==> config.mk <==
export PLATFORM = sky130hd
export DESIGN_NAME = sdpf_core
export DESIGN_NICKNAME = d
export VERILOG_FILES = /design/src/sdpf_core.v
export VERILOG_INCLUDE_DIRS = /design/src
export SDC_FILE = /design/constraint.sdc
export NUM_CORES = 1
export LEC_CHECK = 0
export BUFFER_PORTS_ARGS = -buffer_cell sky130_fd_sc_hd__buf_2
export CAP_MARGIN = 20
export CORE_MARGIN = 4
export CORE_UTILIZATION = 60
export CTS_CLUSTER_DIAMETER = 150
export DETAILED_ROUTE_END_ITERATION = 7
export PLACE_DENSITY_LB_ADDON = 0.3
export SYNTH_ARGS = -nofsm -noshare
export SYNTH_HDL_FRONTEND = slang
export SYNTH_SLANG_ARGS = --single-unit
==> constraint.sdc <==
create_clock -name clk_in -period 2.4 [get_ports clk_in]
set_input_delay 0.48 -clock clk_in [delete_from_list [all_inputs] [get_ports clk_in]]
set_output_delay 0.48 -clock clk_in [all_outputs]
set_load 0.1 [all_outputs]
==> src/sdpf_map.vh <==
/*
  Register offsets, field positions, reset values and timing counts
  for the serial data path. Assumes plain inclusion by the core file.
*/
`ifndef SDPF_MAP_VH
`define SDPF_MAP_VH

// Register offsets on the 3-bit address port
`define SDPF_OFS_FORMAT 3'h0
`define SDPF_OFS_RATE 3'h1
`define SDPF_OFS_CTRL 3'h2
`define SDPF_OFS_TXBUF 3'h3
`define SDPF_OFS_FLAGS 3'h4
`define SDPF_OFS_RXBUF 3'h5

// Reset values
`define SDPF_RST_FORMAT 8'h00
`define SDPF_RST_RATE 8'hFF
`define SDPF_RST_CTRL 8'h00
`define SDPF_RST_TXBUF 8'hFF
`define SDPF_RST_RXBUF 8'h00
`define SDPF_RST_FLAGS 8'h84

// Format register fields
`define SDPF_FMT_SYNC 7
`define SDPF_FMT_CHR7 6
`define SDPF_FMT_PAR_EN 5
`define SDPF_FMT_ODD 4
`define SDPF_FMT_STOP2 3
`define SDPF_FMT_MP 2
`define SDPF_FMT_PRE_HI 1
`define SDPF_FMT_PRE_LO 0

// Control register fields
`define SDPF_CTL_TX_EN 5
`define SDPF_CTL_RX_EN 4
`define SDPF_CTL_MP_WAIT 3

// Flag register fields
`define SDPF_FLG_TRANSMIT_BUFFER_EMPTY_FLAG 7
`define SDPF_FLG_RDRF 6
`define SDPF_FLG_ORER 5
`define SDPF_FLG_FER 4
`define SDPF_FLG_PER 3
`define SDPF_FLG_TEND 2
`define SDPF_FLG_MPB 1
`define SDPF_FLG_MPBT 0

// Prescaler taps
`define SDPF_PRE_DIV1 2'h0
`define SDPF_PRE_DIV4 2'h1
`define SDPF_PRE_DIV16 2'h2
`define SDPF_PRE_DIV64 2'h3
`define SDPF_TAP4 2'h3
`define SDPF_TAP16 4'hF
`define SDPF_TAP64 6'h3F

// Sub-ticks per bit minus one and mid-bit point
`define SDPF_ASYNC_LAST 4'hF
`define SDPF_SYNC_LAST 4'h3
`define SDPF_ASYNC_MID 4'h7

// Data bit counts minus one
`define SDPF_LAST8 3'h7
`define SDPF_LAST7 3'h6

`endif

==> src/sdpf_core.v <==
/*
  Serial data path and format selection of one serial channel:
  receive shifter into a read-only receive buffer, transmit buffer
  into a transmit shifter, format register, prescaler and bit-rate
  counter. Assumes a single 20 MHz clock, a synchronous active-high
  reset, a standby level from same-clock logic and an external rxd pin.
*/
//Behaviour
//- Receiver shifts rxd bits into its shifter in arrival order, LSB first.
//- Neither shifter is reachable by any CPU read or write.
//- A full character without framing or parity error moves to the receive buffer if RDRF is clear and MP wait keeps it; shifter is free at once.
//- Receive buffer is read-only; reset and standby zero it.
//- Transmitter sends its shifter on txd, LSB first.
//- Empty transmit shifter takes the buffer and starts sending.
//- No load into the transmit shifter while the buffer-empty flag is set.
//- Transmit buffer read/write always; reset and standby set it to ones.
//- Format register read/write always; reset and standby clear it.
//- Format bit 7 selects asynchronous (0) or synchronous (1) operation.
//- Bit 6 picks 8 or 7 data bits in async; sync always 8.
//- With 7-bit characters the buffer MSB is not sent.
//- Bit 5 adds and checks parity in async only.
//- Bit 4 picks even (0) or odd (1) parity over data plus parity.
//- Bit 3 picks one or two stop bits in async; stop bits are one.
//- Receiver checks only the first stop bit.
//- A zero in the second stop slot starts the next character.
//- Synchronous mode sends no stop bits; stop field ignored.
//- Bit 2 selects multiprocessor format in async, overriding parity.
//- Bits 1:0 tap the clock undivided, divided by 4, 16 or 64.
//- With transmit on, sending starts after buffer write and flag clear.
//- With transmit disabled, the buffer-empty flag is held at one.
`include "sdpf_map.vh"

module sdpf_core (
  // Clock and reset
  input wire clk_in,
  input wire rst_in,
  input wire standby_in,
  // Register port
  input wire [2:0] addr_in,
  input wire [7:0] wdata_in,
  input wire wr_in,
  input wire rd_in,
  output reg [7:0] rdata_out,
  // Serial line
  input wire rxd_in,
  output reg txd_out
);

  localparam ST_IDLE = 3'h0;
  localparam ST_START = 3'h1;
  localparam ST_DATA = 3'h2;
  localparam ST_PAR = 3'h3;
  localparam ST_STOP = 3'h4;
  localparam ST_STOP2 = 3'h5;

  wire clr = rst_in | standby_in;

  reg [7:0] serial_format_control;
  reg [7:0] rate_div;
  reg [7:0] ctrl;
  reg [7:0] transmit_data_buffer;
  reg [7:0] receive_data_buffer;
  reg [7:0] serial_flag_register;
  reg [7:0] transmit_shifter;
  reg [7:0] receive_shifter;

  // Decoded format
  wire is_sync = serial_format_control[`SDPF_FMT_SYNC];
  wire chr7 = ~is_sync & serial_format_control[`SDPF_FMT_CHR7];
  wire mp_fmt = ~is_sync & serial_format_control[`SDPF_FMT_MP];
  wire par_on = ~is_sync & ~mp_fmt
    & serial_format_control[`SDPF_FMT_PAR_EN];
  wire odd_par = serial_format_control[`SDPF_FMT_ODD];
  wire two_stop = serial_format_control[`SDPF_FMT_STOP2];
  wire [1:0] pre_sel = serial_format_control[`SDPF_FMT_PRE_HI:
    `SDPF_FMT_PRE_LO];
  wire [2:0] last_bit = chr7 ? `SDPF_LAST7 : `SDPF_LAST8;
  wire [3:0] bit_last = is_sync ? `SDPF_SYNC_LAST : `SDPF_ASYNC_LAST;
  wire tx_en = ctrl[`SDPF_CTL_TX_EN];
  wire rx_en = ctrl[`SDPF_CTL_RX_EN];
  wire transmit_buffer_empty_flag = serial_flag_register[`SDPF_FLG_TRANSMIT_BUFFER_EMPTY_FLAG];
  wire rdrf = serial_flag_register[`SDPF_FLG_RDRF];

  // Prescaler and bit-rate counter
  reg [5:0] pre_cnt;
  reg [7:0] rate_cnt;
  reg sub_tick;
  reg pre_tick;

  always @* begin
    case (pre_sel)
      `SDPF_PRE_DIV1: pre_tick = 1'b1;
      `SDPF_PRE_DIV4: pre_tick = (pre_cnt[1:0] == `SDPF_TAP4);
      `SDPF_PRE_DIV16: pre_tick = (pre_cnt[3:0] == `SDPF_TAP16);
      default: pre_tick = (pre_cnt == `SDPF_TAP64);
    endcase
  end

  always @(posedge clk_in) begin
    if (clr) begin
      pre_cnt <= 6'h00;
      rate_cnt <= 8'h00;
      sub_tick <= 1'b0;
    end else begin
      pre_cnt <= pre_cnt + 6'h01;
      sub_tick <= 1'b0;
      if (pre_tick) begin
        if (rate_cnt == rate_div) begin
          rate_cnt <= 8'h00;
          sub_tick <= 1'b1;
        end else begin
          rate_cnt <= rate_cnt + 8'h01;
        end
      end
    end
  end

  // Pin synchroniser: level changes once stages two and three agree
  reg rx_s1;
  reg rx_s2;
  reg rx_s3;
  reg rx_lvl;
  always @(posedge clk_in) begin
    if (clr) begin
      rx_s1 <= 1'b1;
      rx_s2 <= 1'b1;
      rx_s3 <= 1'b1;
      rx_lvl <= 1'b1;
    end else begin
      rx_s1 <= rxd_in;
      rx_s2 <= rx_s1;
      rx_s3 <= rx_s2;
      if (rx_s2 == rx_s3)
        rx_lvl <= rx_s3;
    end
  end

  // Receiver
  reg [2:0] rx_state;
  reg [3:0] rx_sub;
  reg [2:0] rx_bit;
  reg rx_par;
  reg rx_mpb;
  reg rx_done;
  reg rx_fer;
  reg rx_per;
  reg [7:0] rx_word;
  wire rx_at = sub_tick & (rx_sub == bit_last);
  wire rx_ones = ^rx_word;

  always @(posedge clk_in) begin
    if (clr) begin
      rx_state <= ST_IDLE;
      rx_sub <= 4'h0;
      rx_bit <= 3'h0;
      rx_par <= 1'b0;
      rx_mpb <= 1'b0;
      rx_done <= 1'b0;
      rx_fer <= 1'b0;
      rx_per <= 1'b0;
      receive_shifter <= 8'h00;
    end else begin
      rx_done <= 1'b0;
      if (sub_tick)
        rx_sub <= (rx_sub == bit_last) ? 4'h0 : rx_sub + 4'h1;
      case (rx_state)
        ST_IDLE: begin
          rx_sub <= 4'h0;
          rx_bit <= 3'h0;
          receive_shifter <= 8'h00;
          if (rx_en & is_sync)
            rx_state <= ST_DATA;
          else if (rx_en & ~rx_lvl)
            rx_state <= ST_START;
        end
        ST_START: begin
          if (sub_tick & (rx_sub == `SDPF_ASYNC_MID)) begin
            rx_sub <= 4'h0;
            rx_state <= rx_lvl ? ST_IDLE : ST_DATA;
          end
        end
        ST_DATA: begin
          if (rx_at) begin
            receive_shifter[rx_bit] <= rx_lvl;
            rx_bit <= rx_bit + 3'h1;
            if (rx_bit == last_bit) begin
              if (is_sync) begin
                rx_fer <= 1'b0;
                rx_per <= 1'b0;
                rx_mpb <= 1'b0;
                rx_done <= 1'b1;
                rx_state <= rx_en ? ST_DATA : ST_IDLE;
              end else if (par_on | mp_fmt) begin
                rx_state <= ST_PAR;
              end else begin
                rx_state <= ST_STOP;
              end
            end
          end
        end
        ST_PAR: begin
          if (rx_at) begin
            rx_par <= rx_lvl;
            rx_state <= ST_STOP;
          end
        end
        ST_STOP: begin
          // Only the first stop slot is sampled; idle catches a new start
          if (rx_at) begin
            rx_fer <= ~rx_lvl;
            rx_per <= par_on & ((rx_ones ^ rx_par) != odd_par);
            rx_mpb <= mp_fmt & rx_par;
            rx_done <= 1'b1;
            rx_state <= ST_IDLE;
          end
        end
        default: rx_state <= ST_IDLE;
      endcase
    end
  end

  always @* begin
    rx_word = receive_shifter;
    if (chr7)
      rx_word[7] = 1'b0;
  end

  // Multiprocessor wait: drop characters until one carries the flag bit
  wire mp_wait = mp_fmt & ctrl[`SDPF_CTL_MP_WAIT];
  wire rx_keep = rx_done & ~(mp_wait & ~rx_mpb);
  wire rx_take = rx_keep & ~rdrf & ~rx_fer & ~rx_per;

  // Transmitter
  reg [2:0] tx_state;
  reg [3:0] tx_sub;
  reg [2:0] tx_bit;
  reg tx_load;
  wire tx_at = sub_tick & (tx_sub == bit_last);
  wire tx_ready = tx_en & ~transmit_buffer_empty_flag;
  wire tx_ones = chr7 ? ^transmit_shifter[6:0] : ^transmit_shifter;

  always @(posedge clk_in) begin
    if (clr) begin
      tx_state <= ST_IDLE;
      tx_sub <= 4'h0;
      tx_bit <= 3'h0;
      tx_load <= 1'b0;
      txd_out <= 1'b1;
      transmit_shifter <= 8'hFF;
    end else begin
      tx_load <= 1'b0;
      if (sub_tick)
        tx_sub <= (tx_sub == bit_last) ? 4'h0 : tx_sub + 4'h1;
      case (tx_state)
        ST_IDLE: begin
          txd_out <= 1'b1;
          tx_sub <= 4'h0;
          if (tx_ready) begin
            transmit_shifter <= transmit_data_buffer;
            tx_load <= 1'b1;
            tx_bit <= 3'h0;
            tx_state <= is_sync ? ST_DATA : ST_START;
          end
        end
        ST_START: begin
          txd_out <= 1'b0;
          if (tx_at)
            tx_state <= ST_DATA;
        end
        ST_DATA: begin
          txd_out <= transmit_shifter[tx_bit];
          if (tx_at) begin
            tx_bit <= tx_bit + 3'h1;
            if (tx_bit != last_bit)
              tx_state <= ST_DATA;
            else if (is_sync)
              tx_state <= ST_STOP2;
            else if (par_on | mp_fmt)
              tx_state <= ST_PAR;
            else
              tx_state <= ST_STOP;
          end
        end
        ST_PAR: begin
          if (mp_fmt)
            txd_out <= serial_flag_register[`SDPF_FLG_MPBT];
          else
            txd_out <= tx_ones ^ odd_par;
          if (tx_at)
            tx_state <= ST_STOP;
        end
        ST_STOP: begin
          txd_out <= 1'b1;
          if (tx_at)
            tx_state <= two_stop ? ST_STOP2 : ST_IDLE;
          if (tx_at & ~two_stop & tx_ready) begin
            transmit_shifter <= transmit_data_buffer;
            tx_load <= 1'b1;
            tx_bit <= 3'h0;
            tx_state <= ST_START;
          end
        end
        ST_STOP2: begin
          // Async second stop; in sync mode a pass-through to idle, or straight to data when the buffer is ready
          txd_out <= is_sync ? txd_out : 1'b1;
          if (is_sync | tx_at)
            tx_state <= ST_IDLE;
          if ((is_sync | tx_at) & tx_ready) begin
            transmit_shifter <= transmit_data_buffer;
            tx_load <= 1'b1;
            tx_bit <= 3'h0;
            tx_state <= is_sync ? ST_DATA : ST_START;
          end
        end
        default: tx_state <= ST_IDLE;
      endcase
    end
  end

  // Register writes
  wire wr_fmt = wr_in & (addr_in == `SDPF_OFS_FORMAT);
  wire wr_flg = wr_in & (addr_in == `SDPF_OFS_FLAGS);
  wire tx_idle = (tx_state == ST_IDLE) & ~tx_load;

  always @(posedge clk_in) begin
    if (clr) begin
      serial_format_control <= `SDPF_RST_FORMAT;
      rate_div <= `SDPF_RST_RATE;
      ctrl <= `SDPF_RST_CTRL;
      transmit_data_buffer <= `SDPF_RST_TXBUF;
      receive_data_buffer <= `SDPF_RST_RXBUF;
    end else begin
      if (wr_fmt)
        serial_format_control <= wdata_in;
      if (wr_in & (addr_in == `SDPF_OFS_RATE))
        rate_div <= wdata_in;
      if (wr_in & (addr_in == `SDPF_OFS_CTRL))
        ctrl <= wdata_in;
      if (rx_keep & rx_mpb)
        ctrl[`SDPF_CTL_MP_WAIT] <= 1'b0;
      if (wr_in & (addr_in == `SDPF_OFS_TXBUF))
        transmit_data_buffer <= wdata_in;
      if (rx_take)
        receive_data_buffer <= rx_word;
    end
  end

  // Flags: a hardware set wins over a software clear in the same cycle
  always @(posedge clk_in) begin
    if (clr) begin
      serial_flag_register <= `SDPF_RST_FLAGS;
    end else begin
      if (wr_flg) begin
        serial_flag_register[`SDPF_FLG_TRANSMIT_BUFFER_EMPTY_FLAG:`SDPF_FLG_PER] <=
          serial_flag_register[`SDPF_FLG_TRANSMIT_BUFFER_EMPTY_FLAG:`SDPF_FLG_PER]
          & wdata_in[`SDPF_FLG_TRANSMIT_BUFFER_EMPTY_FLAG:`SDPF_FLG_PER];
        serial_flag_register[`SDPF_FLG_MPBT] <= wdata_in[`SDPF_FLG_MPBT];
        if (~wdata_in[`SDPF_FLG_TRANSMIT_BUFFER_EMPTY_FLAG])
          serial_flag_register[`SDPF_FLG_TEND] <= 1'b0;
      end
      if (tx_load | ~tx_en)
        serial_flag_register[`SDPF_FLG_TRANSMIT_BUFFER_EMPTY_FLAG] <= 1'b1;
      if (tx_idle & transmit_buffer_empty_flag)
        serial_flag_register[`SDPF_FLG_TEND] <= 1'b1;
      if (rx_take)
        serial_flag_register[`SDPF_FLG_RDRF] <= 1'b1;
      if (rx_keep & rdrf)
        serial_flag_register[`SDPF_FLG_ORER] <= 1'b1;
      if (rx_keep & rx_fer)
        serial_flag_register[`SDPF_FLG_FER] <= 1'b1;
      if (rx_keep & rx_per)
        serial_flag_register[`SDPF_FLG_PER] <= 1'b1;
      if (rx_keep & mp_fmt)
        serial_flag_register[`SDPF_FLG_MPB] <= rx_mpb;
    end
  end

  // Read port: shifters and unused offsets read as zero
  always @(posedge clk_in) begin
    if (clr) begin
      rdata_out <= 8'h00;
    end else if (rd_in) begin
      case (addr_in)
        `SDPF_OFS_FORMAT: rdata_out <= serial_format_control;
        `SDPF_OFS_RATE: rdata_out <= rate_div;
        `SDPF_OFS_CTRL: rdata_out <= ctrl;
        `SDPF_OFS_TXBUF: rdata_out <= transmit_data_buffer;
        `SDPF_OFS_FLAGS: rdata_out <= serial_flag_register;
        `SDPF_OFS_RXBUF: rdata_out <= receive_data_buffer;
        default: rdata_out <= 8'h00;
      endcase
    end else begin
      rdata_out <= 8'h00;
    end
  end

endmodule

==> results.toml <==
[power]
vdd_drop_max_uv = 428
leakage_nw = 2.41
p_per_area_mw_per_mm2 = 712

[global_routing]
antenna_found_initial = 0
grt_pass1_vias = 5044
grt.total_usage_pct = 27.6
grt_max_degree = 35
grt_pass1_wl_um = 24600
grt_overflow = 0

[clock_network]
h-tree-depth = 4
cts_tree = "yes"
cts_resized = 0
clock_latency_ns = 0.53
cts.sinks = 118
cts_buffers = 17
root_buffer = "clkbuf_8"
postCtsHoldBufs = 0
cts_setup_buffers = 0
clkTransAtPathRegs_ns = 0.06
ctsLongestPathBuffers = 2

[detailed_routing]
dr_total_vias = 5163
wl_per_cell_um = 17.5
vias_per_cell = 6.18
totalWireLength_um = 14600
final_antenna_net_count = 0
drt_iter0_drc = 451
post-route-drc-count = 0
dr.pass1.iters = 5

[sta]
skew_ns = 0.00770
rsz0062_at_grt = "false"
worst_pin_slew_ns = 0.906
slew_headroom_pct = 39.1
fin_crit_sh_pct = 90.8
finalSetupViolCount = 0
clock.fmax_ghz = 0.459
final_hold_viol_count = 0
slew_viol_final = 0
min_period_ns = 2.18
tns_ns = 0

[synth]
synth_ff_type = "dfxtp_1"
syn_area_per_cell_sq_um = 8.43
yosysSeqAreaShare_pct = 41.6
synth.net_count = 696
ys_seq_elements = 118
synth.distinct_cells = 68
syn_inst = 673
yosysWarningCount = 0
synth-edff-count = 0
async_reset_ff_share_pct = 0
syn_area_sq_mm = 0.00568

[floorplanning]
dieWidth_um = 105
rows = 35
io_pins = 26
die_h_um = 105
coreArea_sq_mm = 0.00924
dieArea_sq_mm = 0.0111
initial_core_util_pct = 61.4

[hold_path]
worstHoldStart = "rxd_in"
hold_path.class = "input pin to flip-flop"

[placement]
hpwl_um = 9910
gp_congestion = 0.898
placed_area_sq_mm = 0.00591
io_buffers = 25

[worst_setup_path]
critical_path.max_fanout = 11
startpoint = "sub_tick"
worst_setup_path_end_kind = "flip-flop"
slowest_delay_ns = 0.62
cp_top_family = "simple AND/OR/NAND/NOR gates"
r2r_setup_slack_ns = 0.22
cp_cell_sequence = "nand2_1 > or4b_1 > o21ai_1 > o32ai_2 > nor4_1"
rr_startpoint = "sub_tick"
arrival_ns = 2.59
cp-start-kind = "flip-flop"
critical_path_buf_inv_count = 0
critPathKind = "flip-flop to flip-flop"
cpMaxStageDelayCell = "dfxtp_1"
required_ns = 2.81

[finish]
multi_input_area_sq_mm = 0.00313
final.fill_count = 676
nNetsFinal = 716
syn_to_final_growth_pct = 14.3
post-route-util_pct = 70.2
stdcell_area_sq_mm = 0.00649
layout-drive-gt1-share_pct = 13.6
seqCellArea_sq_mm = 0.00236
mostFrequentLayoutCell = "dfxtp_1"
diodes = 0
mostFrequentLayoutCells = "118 x dfxtp_1, 105 x nand2_1, 74 x nor2_1, 48 x a21oi_1, 35 x nand3_1"

[status]
status = "finished clean"

[job]
maxCapViolCount = 0
-- routing by layer --
layer,track usage [%],routed length (um),up-vias
met5,0,0,-
met4,11.9,519,0
met3,7.84,1330,52
met2,44.1,6840,266
met1,34.7,5940,2414
li1,-,-,2431
-- cell usage after synthesis, drive strengths merged (13+ instances only) --
library cell / n / share of area, %
clkbuf: 27 / 1.8
mux2i: 15 / 2.6
xnor2: 17 / 2.6
a21oi: 48 / 4.2
nor2: 75 / 5.0
xor2: 22 / 3.4
o21ai: 26 / 2.3
or3: 13 / 1.4
dfxtp: 118 / 42
nand3: 35 / 3.1
nand2: 105 / 6.9
nor3: 17 / 1.5
-- cell families (layout without fill, tap and decap cells) --
logic type,after synthesis,count (layout),synth area share (%)
and+or+nand+nor,301,301,24.8
AOI/OAI and AO/OA,128,128,14.5
DFF,118,118,41.6
buffers and inverters,47,80,3.33
xor gates and xnor gates,40,40,6.41
muxes,33,33,8.00
adders and majority gates,6,6,1.32
-- metrics by stage --
| stage | std cells | setup WS [ns] | hold slack [ns] | power [mW] |
|---|---|---|---|---|
| after detailed placement | 803 | 0.283 | 0.400 | 2.21 |
| after global placement | 803 | 0.324 | 0.391 | 2.20 |
| after CTS | 835 | 0.249 | 0.121 | 4.64 |
| final | 835 | 0.222 | 0.130 | 4.62 |
| after floorplan | 673 | 0.615 | 0.384 | 2.14 |
| after global routing | 835 | 0.0973 | 0.137 | 4.75 |
-- state kept, by name (all words and copies together), names as in the netlist, 4 cells and up --
signal,count
ctrl,8
rate_cnt,8
rate_div,8
rdata_out,8
receive_data_buffer,8
receive_shifter,8
serial_flag_register,8
serial_format_control,8
transmit_data_buffer,8
transmit_shifter,8
pre_cnt,6
rx_sub,4
tx_sub,4
-- area by class of cell --
cell class              count  area share (%)
flip-flops and latches    118            36.4
multi-input cells         508            48.2
repair buffers             37            3.32
clock buffers              18            6.59
well taps                 129            2.49
clock inverters            14            2.37
inverters                  11           0.636
-- report_power, final --
part | switching, mW | leakage (nW) | total (mW) | internal, mW
Clock | 0.941 | 0.277 | 2.45 | 1.51
Sequential | 0.0129 | 0.953 | 1.99 | 1.97
Combinational | 0.128 | 1.18 | 0.186 | 0.0586
Total | 1.08 | 2.41 | 4.62 | 3.54
-- worst register-to-register path: cells and delay by family (launching register included) --
kind / cells / cell delay (ns)
AND/OR/NAND/NOR: 3 / 1.15
flip-flops: 1 / 0.62
AO/OA/AOI/OAI: 2 / 0.29
-- path summary, 6_finish.rpt --
path / to / cells after the start
max: tx_load / 5
min: rx_s1 / 2
max reg2reg: tx_load / 5
min reg2reg: rx_s2 / 1
No activity file was read; power rests on OpenSTA's default activity.
